File: src/design/rbt_pkg.sv
package rbt_pkg;
    // data path width and apb address width
    localparam int RBT_DATA_W = 8;
    localparam int RBT_APB_AW = 12;
    localparam int RBT_FIFO_DEPTH = 8;
    // register byte offsets
    localparam logic [11:0] RBT_OFF_CTRL = 12'h000;
    localparam logic [11:0] RBT_OFF_STATUS = 12'h004;
    localparam logic [11:0] RBT_OFF_LOG = 12'h008;
    // control register fields
    localparam int RBT_CTRL_LOG_EN = 0;
    localparam int RBT_CTRL_CLR_OVF = 1;
    localparam logic RBT_LOG_EN_RST = 1'b0;
    // status register fields
    localparam int RBT_ST_AREG = 0;
    localparam int RBT_ST_BREG = 8;
    localparam int RBT_ST_AVAL = 16;
    localparam int RBT_ST_BVAL = 17;
    localparam int RBT_ST_DRVA = 18;
    localparam int RBT_ST_DRVB = 19;
    localparam int RBT_ST_OVF = 20;
    localparam int RBT_ST_EMPTY = 21;
    localparam int RBT_ST_LEVEL = 24;
    // log word fields
    localparam int RBT_LOG_ENTRY = 0;
    localparam int RBT_LOG_VALID = 31;
    // pins as seen after synchronisation
    typedef struct packed {
        logic [RBT_DATA_W-1:0] aBus;
        logic [RBT_DATA_W-1:0] bBus;
        logic aCapClk;
        logic bCapClk;
        logic outEnN;
        logic dir;
        logic aSel;
        logic bSel;
    } rbt_pins_t;
    // outputs float after reset
    localparam rbt_pins_t RBT_PINS_RST = '{aBus: '0, bBus: '0, aCapClk: 1'b0, bCapClk: 1'b0,
                                           outEnN: 1'b1, dir: 1'b0, aSel: 1'b0, bSel: 1'b0};
    // one capture event as logged
    typedef struct packed {
        logic bCap;
        logic aCap;
        logic [RBT_DATA_W-1:0] bData;
        logic [RBT_DATA_W-1:0] aData;
    } rbt_log_t;
    localparam int RBT_LOG_W = $bits(rbt_log_t);
endpackage

File: src/design/rbt_transceiver.sv
// Function
// - eight bits per bus and register
// - capture clocks load their side register
// - capture ignores enable and direction
// - enable high floats both buses
// - isolation still captures either or both
// - direction picks driven bus
// - a port shows live b or stored
// - b port shows live a or stored
// - capture undriven port while driving
//
// Design decisions made here: the placing of the registers and the APB register port.
`timescale 1ns/1ps

module rbt_fifo #(
    parameter int WIDTH = 8,
    parameter int DEPTH = 8
) (
    // clock and reset
    input wire logic clk,
    input wire logic nrst,
    // fill side
    input wire logic inValid,
    output logic inReady,
    input wire logic [WIDTH-1:0] inData,
    // drain side
    output logic outValid,
    input wire logic outReady,
    output logic [WIDTH-1:0] outData,
    // fill level
    output logic [$clog2(DEPTH):0] level
);
    localparam int PW = $clog2(DEPTH);
    localparam logic [PW:0] DEPTH_C = (PW+1)'(DEPTH);
    localparam logic [PW-1:0] LAST_C = PW'(DEPTH - 1);

    logic [WIDTH-1:0] mem [DEPTH];  // storage, no reset needed
    logic [PW-1:0] wrPtr_reg, wrPtr_next;
    logic [PW-1:0] rdPtr_reg, rdPtr_next;
    logic [PW:0] count_reg, count_next;
    logic push, pop;

    // honest flags straight from the count
    assign inReady = (count_reg != DEPTH_C);
    assign outValid = (count_reg != '0);
    assign outData = mem[rdPtr_reg];
    assign level = count_reg;
    assign push = inValid && inReady;
    assign pop = outValid && outReady;

    // pointer wrap works for any depth, not only powers of two
    always_comb begin
        wrPtr_next = wrPtr_reg;
        rdPtr_next = rdPtr_reg;
        count_next = count_reg;
        if (push) begin
            wrPtr_next = (wrPtr_reg == LAST_C) ? '0 : wrPtr_reg + 1'b1;
        end
        if (pop) begin
            rdPtr_next = (rdPtr_reg == LAST_C) ? '0 : rdPtr_reg + 1'b1;
        end
        if (push && !pop) begin
            count_next = count_reg + 1'b1;
        end else if (pop && !push) begin
            count_next = count_reg - 1'b1;
        end
    end

    // pointer and count state
    always_ff @(posedge clk or negedge nrst) begin
        if (!nrst) begin
            wrPtr_reg <= '0;
            rdPtr_reg <= '0;
            count_reg <= '0;
        end else begin
            wrPtr_reg <= wrPtr_next;
            rdPtr_reg <= rdPtr_next;
            count_reg <= count_next;
        end
    end

    // data array write
    always_ff @(posedge clk) begin
        if (push) begin
            mem[wrPtr_reg] <= inData;
        end
    end
endmodule // rbt_fifo

module rbt_transceiver
    import rbt_pkg::*;
#(
    parameter int FIFO_DEPTH = RBT_FIFO_DEPTH
) (
    // clock and reset
    input wire logic clk,
    input wire logic nrst,
    // bus a pins
    input wire logic [RBT_DATA_W-1:0] aBusIn,
    output logic [RBT_DATA_W-1:0] aBusOut,
    output logic aBusOeN,
    // bus b pins
    input wire logic [RBT_DATA_W-1:0] bBusIn,
    output logic [RBT_DATA_W-1:0] bBusOut,
    output logic bBusOeN,
    // control pins
    input wire logic aSideCaptureClock,
    input wire logic bSideCaptureClock,
    input wire logic outEnN,
    input wire logic dir,
    input wire logic aPortSourceSelect,
    input wire logic bPortSourceSelect,
    // apb slave
    input wire logic psel,
    input wire logic penable,
    input wire logic pwrite,
    input wire logic [RBT_APB_AW-1:0] paddr,
    input wire logic [31:0] pwdata,
    output logic [31:0] prdata,
    output logic pready,
    output logic pslverr
);
    localparam int LW = $clog2(FIFO_DEPTH) + 1;

    rbt_pins_t pinsRaw;                 // raw pin bundle
    rbt_pins_t s1_reg, s2_reg, s3_reg;  // three stage synchroniser
    rbt_pins_t filt_reg, filt_next;     // settled pin levels
    logic aEdge, bEdge;                 // capture clock rises
    logic [RBT_DATA_W-1:0] aSide_reg;   // loads bus a, drives b
    logic [RBT_DATA_W-1:0] bSide_reg;   // loads bus b, drives a
    logic aVal_reg, aVal_next;          // a-side holds data
    logic bVal_reg, bVal_next;          // b-side holds data
    logic [RBT_DATA_W-1:0] aOut_next, bOut_next;
    logic aOeN_next, bOeN_next;
    logic driveA, driveB;
    logic logEn_reg, logEn_next;
    logic ovf_reg, ovf_next;
    logic [31:0] rdata_reg, rdata_next;
    logic err_reg, err_next;
    rbt_log_t logIn, logOut;
    logic logPush, logReady, logValid, logPop;
    logic [LW-1:0] logLevel;
    logic setup, access, wrCtrl;

    assign pinsRaw = '{aBus: aBusIn, bBus: bBusIn, aCapClk: aSideCaptureClock,
                       bCapClk: bSideCaptureClock, outEnN: outEnN, dir: dir,
                       aSel: aPortSourceSelect, bSel: bPortSourceSelect};

    // a bit settles once stages two and three agree; s1 feeds only s2
    always_comb begin
        filt_next = (s3_reg & ~(s2_reg ^ s3_reg)) | (filt_reg & (s2_reg ^ s3_reg));
    end

    // synchroniser and settled levels
    always_ff @(posedge clk or negedge nrst) begin
        if (!nrst) begin
            s1_reg <= RBT_PINS_RST;
            s2_reg <= RBT_PINS_RST;
            s3_reg <= RBT_PINS_RST;
            filt_reg <= RBT_PINS_RST;
        end else begin
            s1_reg <= pinsRaw;
            s2_reg <= s1_reg;
            s3_reg <= s2_reg;
            filt_reg <= filt_next;
        end
    end

    // edges are never gated by enable or direction
    assign aEdge = filt_next.aCapClk && !filt_reg.aCapClk;
    assign bEdge = filt_next.bCapClk && !filt_reg.bCapClk;

    // storage stays unknown until its first capture
    always_ff @(posedge clk) begin
        if (aEdge) begin
            aSide_reg <= filt_next.aBus;
        end
        if (bEdge) begin
            bSide_reg <= filt_next.bBus;
        end
    end

    // valid flags tell software when storage is meaningful
    always_comb begin
        aVal_next = aVal_reg | aEdge;
        bVal_next = bVal_reg | bEdge;
    end

    // output steering from settled controls
    always_comb begin
        driveA = !filt_reg.outEnN && !filt_reg.dir;
        driveB = !filt_reg.outEnN && filt_reg.dir;
        aOeN_next = !driveA;
        bOeN_next = !driveB;
        // undriven port still follows its source every cycle; harmless while floating
        aOut_next = filt_reg.aSel ? bSide_reg : filt_reg.bBus;
        bOut_next = filt_reg.bSel ? aSide_reg : filt_reg.aBus;
    end

    // output registers; enables reset to floating
    always_ff @(posedge clk or negedge nrst) begin
        if (!nrst) begin
            aBusOut <= '0;
            bBusOut <= '0;
            aBusOeN <= 1'b1;
            bBusOeN <= 1'b1;
            aVal_reg <= 1'b0;
            bVal_reg <= 1'b0;
        end else begin
            aBusOut <= aOut_next;
            bBusOut <= bOut_next;
            aBusOeN <= aOeN_next;
            bBusOeN <= bOeN_next;
            aVal_reg <= aVal_next;
            bVal_reg <= bVal_next;
        end
    end

    // capture log; a full fifo drops the entry, never the capture
    assign logIn = '{bCap: bEdge, aCap: aEdge, bData: filt_next.bBus, aData: filt_next.aBus};
    assign logPush = logEn_reg && (aEdge || bEdge);

    rbt_fifo #(
        .WIDTH(RBT_LOG_W),
        .DEPTH(FIFO_DEPTH)
    ) u_log (
        .clk(clk),
        .nrst(nrst),
        .inValid(logPush),
        .inReady(logReady),
        .inData(logIn),
        .outValid(logValid),
        .outReady(logPop),
        .outData(logOut),
        .level(logLevel)
    );

    // apb phases; zero wait states
    assign setup = psel && !penable;
    assign access = psel && penable;
    assign pready = 1'b1;
    assign prdata = rdata_reg;
    assign pslverr = err_reg;
    assign wrCtrl = access && pwrite && (paddr == RBT_OFF_CTRL);
    assign logPop = access && !pwrite && (paddr == RBT_OFF_LOG);

    // read data is latched in setup so it comes from a flop
    always_comb begin
        rdata_next = rdata_reg;
        err_next = err_reg;
        logEn_next = logEn_reg;
        // a lost entry in the clear cycle still sets the flag
        ovf_next = (logPush && !logReady) || (ovf_reg && !(wrCtrl && pwdata[RBT_CTRL_CLR_OVF]));
        if (wrCtrl) begin
            logEn_next = pwdata[RBT_CTRL_LOG_EN];
        end
        if (setup) begin
            rdata_next = '0;
            err_next = 1'b0;
            unique case (paddr)
                RBT_OFF_CTRL: begin
                    rdata_next[RBT_CTRL_LOG_EN] = logEn_reg;
                end
                RBT_OFF_STATUS: begin
                    rdata_next[RBT_ST_AREG +: RBT_DATA_W] = aSide_reg;
                    rdata_next[RBT_ST_BREG +: RBT_DATA_W] = bSide_reg;
                    rdata_next[RBT_ST_AVAL] = aVal_reg;
                    rdata_next[RBT_ST_BVAL] = bVal_reg;
                    rdata_next[RBT_ST_DRVA] = !aBusOeN;
                    rdata_next[RBT_ST_DRVB] = !bBusOeN;
                    rdata_next[RBT_ST_OVF] = ovf_reg;
                    rdata_next[RBT_ST_EMPTY] = !logValid;
                    rdata_next[RBT_ST_LEVEL +: LW] = logLevel;
                end
                RBT_OFF_LOG: begin
                    rdata_next[RBT_LOG_ENTRY +: RBT_LOG_W] = logValid ? logOut : '0;
                    rdata_next[RBT_LOG_VALID] = logValid;
                end
                default: begin
                    err_next = 1'b1;
                end
            endcase
        end
    end

    // register file state
    always_ff @(posedge clk or negedge nrst) begin
        if (!nrst) begin
            rdata_reg <= '0;
            err_reg <= 1'b0;
            logEn_reg <= RBT_LOG_EN_RST;
            ovf_reg <= 1'b0;
        end else begin
            rdata_reg <= rdata_next;
            err_reg <= err_next;
            logEn_reg <= logEn_next;
            ovf_reg <= ovf_next;
        end
    end
endmodule // rbt_transceiver

File: config.mk
export PLATFORM = sky130hd
export DESIGN_NAME = rbt_transceiver
export DESIGN_NICKNAME = d
export VERILOG_FILES = /design/src/design/rbt_pkg.sv /design/src/design/rbt_transceiver.sv
export SDC_FILE = /design/constraint.sdc
export NUM_CORES = 1
export LEC_CHECK = 0
export BUFFER_PORTS_ARGS = -buffer_cell sky130_fd_sc_hd__buf_4
export CORE_UTILIZATION = 35
export CTS_CLUSTER_DIAMETER = 80
export DETAILED_ROUTE_END_ITERATION = 8
export PLACE_DENSITY = 0.58
export SETUP_SLACK_MARGIN = 0.2
export SLEW_MARGIN = 25
export SYNTH_ARGS = -nofsm -noshare
export SYNTH_HDL_FRONTEND = slang
export SYNTH_SLANG_ARGS = --single-unit
File: constraint.sdc
create_clock -name clk -period 4.3 [get_ports clk]
set_input_delay 0.645 -clock clk [delete_from_list [all_inputs] [get_ports clk]]
set_output_delay 0.645 -clock clk [all_outputs]
set_load 0.05 [all_outputs]
==> results_dict.tcl, run 1 <==
set metrics [dict create \
    status "finished with violations" \
    violations "design-rule violations" \
    crit_fanout 6 \
    fmax_mhz 334 \
    dp_slack_ps 790 \
    gp_congestion 0.741 \
    numCtsBuffers 31 \
    drt-initial-drc-count 286 \
    critPathKind "reg2reg" \
    grt_usage_pct 13.6 \
    post-dp-hpwl_um 12700 \
    postCtsResizedCells 0 \
    dr_wl_met2_um 11200 \
    largest_register_ffs 144 \
    cp_num_buf_inv 2 \
    cts_tree "done" \
    core_area_mm2 0.0308 \
    wire_per_inst_um 19.3 \
    fill_cells 2671 \
    clockRootBuffer "clkbuf_16" \
    reg2reg_depth 10 \
    slowest_stage "or4b_2" \
    overflow 0 \
    worst_slew_pin_slew_ps 855 \
    num_antenna_cells 0 \
    port-buffer-count 86 \
    setup_violations 0 \
    clock_latency_ps 550 \
    hold_viol 0 \
    dieArea_mm2 0.0323 \
    die-height_um 180 \
    via_per_inst 4.82 \
    ys_seq_area_share_pct 76.9 \
    grt_max_degree 81 \
    drt-met1-wl_um 8730 \
    postCtsSetupBuffers 0 \
    cp.arrival_ps 3460 \
    rows 64 \
    drc_errors 4 \
    top_register "u_log.mem" \
    synth_cells 574 \
    synth-seq-cells 308 \
    grt_pass1_wl_um 33900 \
    drt.antenna.violating_nets 0 \
    final_cell_mix "160 x edfxtp_1, 140 x dfrtp_1, 99 x buf_4, 36 x mux4_2" \
    clock-sinks 308 \
    antenna_found_initial 0 \
    htree_levels 1 \
    final_common_cell "edfxtp_1" \
    min_period_ps 3000 \
    cp.required_ps 4770 \
    cts_hold_buf 0 \
    ios 123 \
    rr_startpoint "u_log.level[1]" \
    route.top_layer_used "met4" \
    period_share_pct 69.7 \
    leakage_uw 0.00501 \
    critPathTopFamily "simple AND/OR/NAND/NOR gates" \
    die_width_um 180 \
    synth_area_mm2 0.0111 \
    rsz0062_at_grt "no" \
    fin_ws_ps 1300 \
    final_nets 767 \
    max_stage_delay_ps 740 \
    synthToLayoutAreaGrowth_pct 19.2 \
    final_max_slew_viol_count 0 \
    cp-end-kind "flop" \
    rrSetupSlack_ps 1300 \
    routed_wirelength_um 21400 \
    setup-tns-final_ps 0 \
    path_cells "or4b_2, o211ai_1, inv_1, ha_1, inv_1, ha_1, a21o_1, a21oi_1, mux2i_1, xnor2_1" \
    hp-class "in2async" \
    synth_cell_types 45 \
    irDropWorstVdd_mv 0.257 \
    grt_pass1_vias 5905 \
    powerDensity_mw_per_mm2 457 \
    drive_gt1_share_pct 33.5 \
    clockBufferDepth 3 \
    relSlewSlack_pct 43.0 \
    reg2reg_to "u_log.level[3]" \
    yosys_warnings 0 \
    final-seq-area_mm2 0.00852 \
    finClkSkew_ps 14.5 \
    dr.pass1.iters 6 \
    critPathLaunchType "flop" \
    initial_core_util_pct 35.9 \
    met3_length_um 1030 \
    dr_total_vias 5340 \
    path_clk_slew_ps 60 \
    maxCapViolations 0 \
    multi_input_area_mm2 0.00239 \
    syn_area_per_cell_um2 19.3 \
]
==> worst max-delay path by stage <==
stage,startpoint,end,slack (ps),cells past startpoint
floorplan,paddr[1],u_log.level[3],1210,11
global placement,paddr[1],u_log.level[3],920,12
detailed placement,paddr[1],u_log.level[3],790,12
CTS,u_log.level[1],u_log.level[3],1310,10
global route,u_log.level[1],u_log.level[3],1150,10
finish,u_log.level[1],u_log.level[3],1300,10
==> stage by stage <==
| stage | hold slack, ps | cell area [um^2] | cells | utilization [%] | power [uW] |
|---|---|---|---|---|---|
| after floorplan | 331 | 11100 | 578 | - | 3470 |
| after global placement | 334 | 12200 | 1051 | 39.7 | 3590 |
| after detailed placement | 335 | 12300 | 1051 | 39.7 | 3610 |
| after CTS | 86.3 | 13200 | 1109 | 42.8 | 6120 |
| after global routing | 128 | 13200 | 1109 | 42.8 | 6280 |
| final | 88.3 | 13200 | 1109 | 42.8 | 6030 |
==> kinds of logic after synthesis <==
| group | Yosys count | synth area share [%] |
|---|---|---|
| simple gates | 72 | 3.54 |
| fa+ha+maj | 30 | 2.96 |
| buf+inv | 44 | 1.89 |
| mux | 77 | 11.3 |
| xor+xnor | 3 | 0.237 |
| compound gates | 38 | 3.11 |
| flops | 308 | 76.9 |
| other cells | 2 | 0.0678 |
==> cell type report <==
type / count / area share [%]
inverter: 20 / 0.569
tap: 396 / 3.75
clock inverter: 9 / 0.370
multi-input combinational: 226 / 18.1
timing repair buffer: 101 / 5.87
sequential: 308 / 64.5
clock buffer: 49 / 6.84
==> synth_stat cells, drive strengths merged <==
library cell    n  area [um^2]
maj3           22          220
edfxtp        160         4800
dfrtp         142         3550
o2bb2ai         1         8.76
o21ai           6         30.0
or2             4         25.0
nand2b          6         37.5
dfstp           6          158
nand2          31          116
conb            2         7.51
nor3b           2         15.0
nor2b           2         12.5
nor3            3         20.0
a21o            1         7.51
o221ai         17          205
and3b           2         17.5
fa              1         20.0
clkbuf         10         37.5
ha              7         87.6
nor4            2         27.5
nand3           4         37.5
a22oi           1         7.51
mux4           36          811
a21oi           5         25.0
o211ai          1         7.51
or4b            1         10.0
or4             2         18.8
nor2           11         41.3
buf            14         96.3
mux2i          18          180
mux2           23          259
xnor2           3         26.3
a22o            6         52.6
inv            20         75.1
and3            2         12.5
==> routing by layer <==
metal	vias up	GRT usage [%]
li1	2389	-
met1	2782	16.9
met2	123	24.0
met3	46	2.41
met4	0	4.52
met5	-	0
==> report_power, final <==
part	internal (uW)	switching, uW
clock network	1430	1060
logic	91.0	192
registers	3210	42.3
Power figures use the tool's default switching activity.
==> run 2, diff against run 1 <==
Clock period 4.3 ns to 2.8 ns, I/O delays scaled along.
==> run 2 against run 1 <==
  * Clock-buffer cell count is 10 lower
  * Final area grew 3.4%
  * Via count grew 2.1%
  * The flow still finishes with violations (design-rule violations)
  * Worst setup slack got worse by 1000 ps
  * Sequential share of layout area fell by 2.1 points
  * Combinational power increased by 58%
  * Global-route usage increased by 0.38 points
  * Sequential power rose by 53%
  * Non-clock buffer count is 20 higher
==> results_dict.tcl, run 2 (synthesis results as in run 1) <==
set metrics [dict create \
    slowest_stage "nor2_2" \
    setup-tns-final_ps 0 \
    antenna_found_initial 0 \
    final_common_cell "edfxtp_1" \
    overflow 0 \
    irDropWorstVdd_mv 0.426 \
    initial_core_util_pct 35.9 \
    drt-initial-drc-count 349 \
    grtUsageMet3_pct 3.20 \
    max_stage_delay_ps 730 \
    internal-power_uw 7810 \
    power.switching_uw 2120 \
    grt_use_met1_pct 19.1 \
    drc_errors 9 \
    num_antenna_cells 0 \
    relSlewSlack_pct 39.2 \
    numCtsBuffers 34 \
    critPathLaunchType "flop" \
    critPathKind "reg2reg" \
    maxCapViolations 0 \
    crit_fanout 12 \
    final_cell_mix "160 x edfxtp_1, 140 x dfrtp_1, 106 x buf_4, 36 x mux4_2, 34 x clkbuf_16" \
    clock_latency_ps 510 \
    grt_max_degree 149 \
    critPathTopFamily "simple AND/OR/NAND/NOR gates" \
    synthToLayoutAreaGrowth_pct 23.3 \
    clockBufferDepth 3 \
    power_frac_clock_pct 45.2 \
    post-dp-hpwl_um 13000 \
    via_per_inst 4.81 \
    stdcell_count 1133 \
    grt_usage_pct 14.0 \
    placedCellCount 1059 \
    grtUsageMet2_pct 22.8 \
    final_max_slew_viol_count 0 \
    clock-sinks 308 \
    p_comb_share_pct 4.5 \
    total_power_uw 9930 \
    dieArea_mm2 0.0323 \
    rows 64 \
    powerDensity_mw_per_mm2 727 \
    finClkSkew_ps 17.5 \
    cp_num_buf_inv 2 \
    violations "design-rule violations" \
    cts_tree "done" \
    placed_area_mm2 0.0124 \
    grt_most_used_layer "met2" \
    top_register "u_log.mem" \
    routed_wirelength_um 21600 \
    port-buffer-count 86 \
    die_width_um 180 \
    gp_congestion 0.702 \
    ios 123 \
    grt_pass1_wl_um 34900 \
    final_cell_area_mm2 0.0137 \
    min_period_ps 2530 \
    die-height_um 180 \
    dr.pass1.iters 6 \
    drt.antenna.violating_nets 0 \
    worst_slew_pin_slew_ps 911 \
    hp-class "in2reg" \
    cp-end-kind "flop" \
    htree_levels 2 \
    cp.arrival_ps 2730 \
    clockRootBuffer "clkbuf_16" \
    setup_violations 0 \
    dr_total_vias 5452 \
    largest_register_ffs 144 \
    wire_per_inst_um 19.1 \
    grt_pass1_vias 6010 \
    status "finished with violations" \
    rsz0062_at_grt "yes" \
    core_area_mm2 0.0308 \
    switching_share_pct 21.4 \
    hold_viol 0 \
    path_cells "and3b_1, o211ai_1, inv_2, nand2b_1, nor2_2, buf_4" \
    period_share_pct 90.4 \
    final_nets 790 \
    drive_gt1_share_pct 36.0 \
    power_frac_seq_pct 50.3 \
    path_clk_slew_ps 60 \
    cp.required_ps 3000 \
    fmax_mhz 395 \
    leakage_uw 0.00521 \
]
-- run 2: cell types whose count changed in the layout (fill, tap and decap cells not counted), sizes merged --
cell / previous run / this run
buf: 101 / 110
clkbuf: 49 / 39
inv: 21 / 23
clkinvlp: 1 / 3
dlygate4sd3: 0 / 11
clkinv: 7 / 12
bufinv: 0 / 5
-- run 2: worst reg2reg max path, stage by stage, from the launching register on --
cell      delay, ps
dfrtp_1         370
and3b_1         320
o211ai_1        150
inv_2           140
nand2b_1        180
nor2_2          730
buf_4           330
-- run 2: metal layers --
layer	up-vias	routed length, um
met4	0	341
met1	2840	9710
met3	31	1230
li1	2437	-
met2	144	10400
met5	-	0
-- run 2: worst paths after layout --
check                             from              end  slack (ps)  depth (start not counted)
min reg2reg                 s1_reg[16]       s2_reg[16]         330                          0
max in group asynchronous         nrst   u_log.level[0]        2180                          2
max                        filt_reg[4]  u_log.mem[4][7]         270                          6
max reg2reg                filt_reg[4]  u_log.mem[4][7]         270                          6
min                          bBusIn[5]       s1_reg[11]          30                          1
min in group asynchronous         nrst        s3_reg[2]          50                          2
-- run 2: metrics by stage --
stage | utilization, % | worst slack (ps) | hold slack (ps)
after floorplan | - | 199 | 124
after global placement | 40.2 | 57.2 | 331
after detailed placement | 40.2 | 13.5 | 335
after CTS | 44.2 | 196 | 0.185
after global routing | 44.3 | 135 | 6.83
final | 44.3 | 270 | 30.2
-- run 2: final cells by class --
cell class	instances	area [um^2]
Tap cell	396	495
Fill cell	2653	17200
Clock inverter	23	270
Multi-Input combinational cell	226	2450
Timing Repair Buffer	121	977
Sequential cell	308	8520
Inverter	20	77.6
Clock buffer	39	870
-- run 2: repair_timing --
item / CTS / global route
endpoints found under the setup margin: 22 / 22
hold endpoints to repair: 9 / 2
gates resized for setup: 3 / 2
buffers inserted: 1 / 0
hold buffers: 9 / 2
cloned: 0 / 0
pin swaps: 1 / 0
-- run 2: power by group through the flow --
stage | logic, uW | clock network [uW] | registers (uW)
global route | 488 | 4820 | 5010
finish | 447 | 4490 | 5000
CTS | 458 | 4620 | 5000
floorplan | 152 | 0 | 5170
detailed placement | 446 | 0 | 5090
global placement | 432 | 0 | 5090
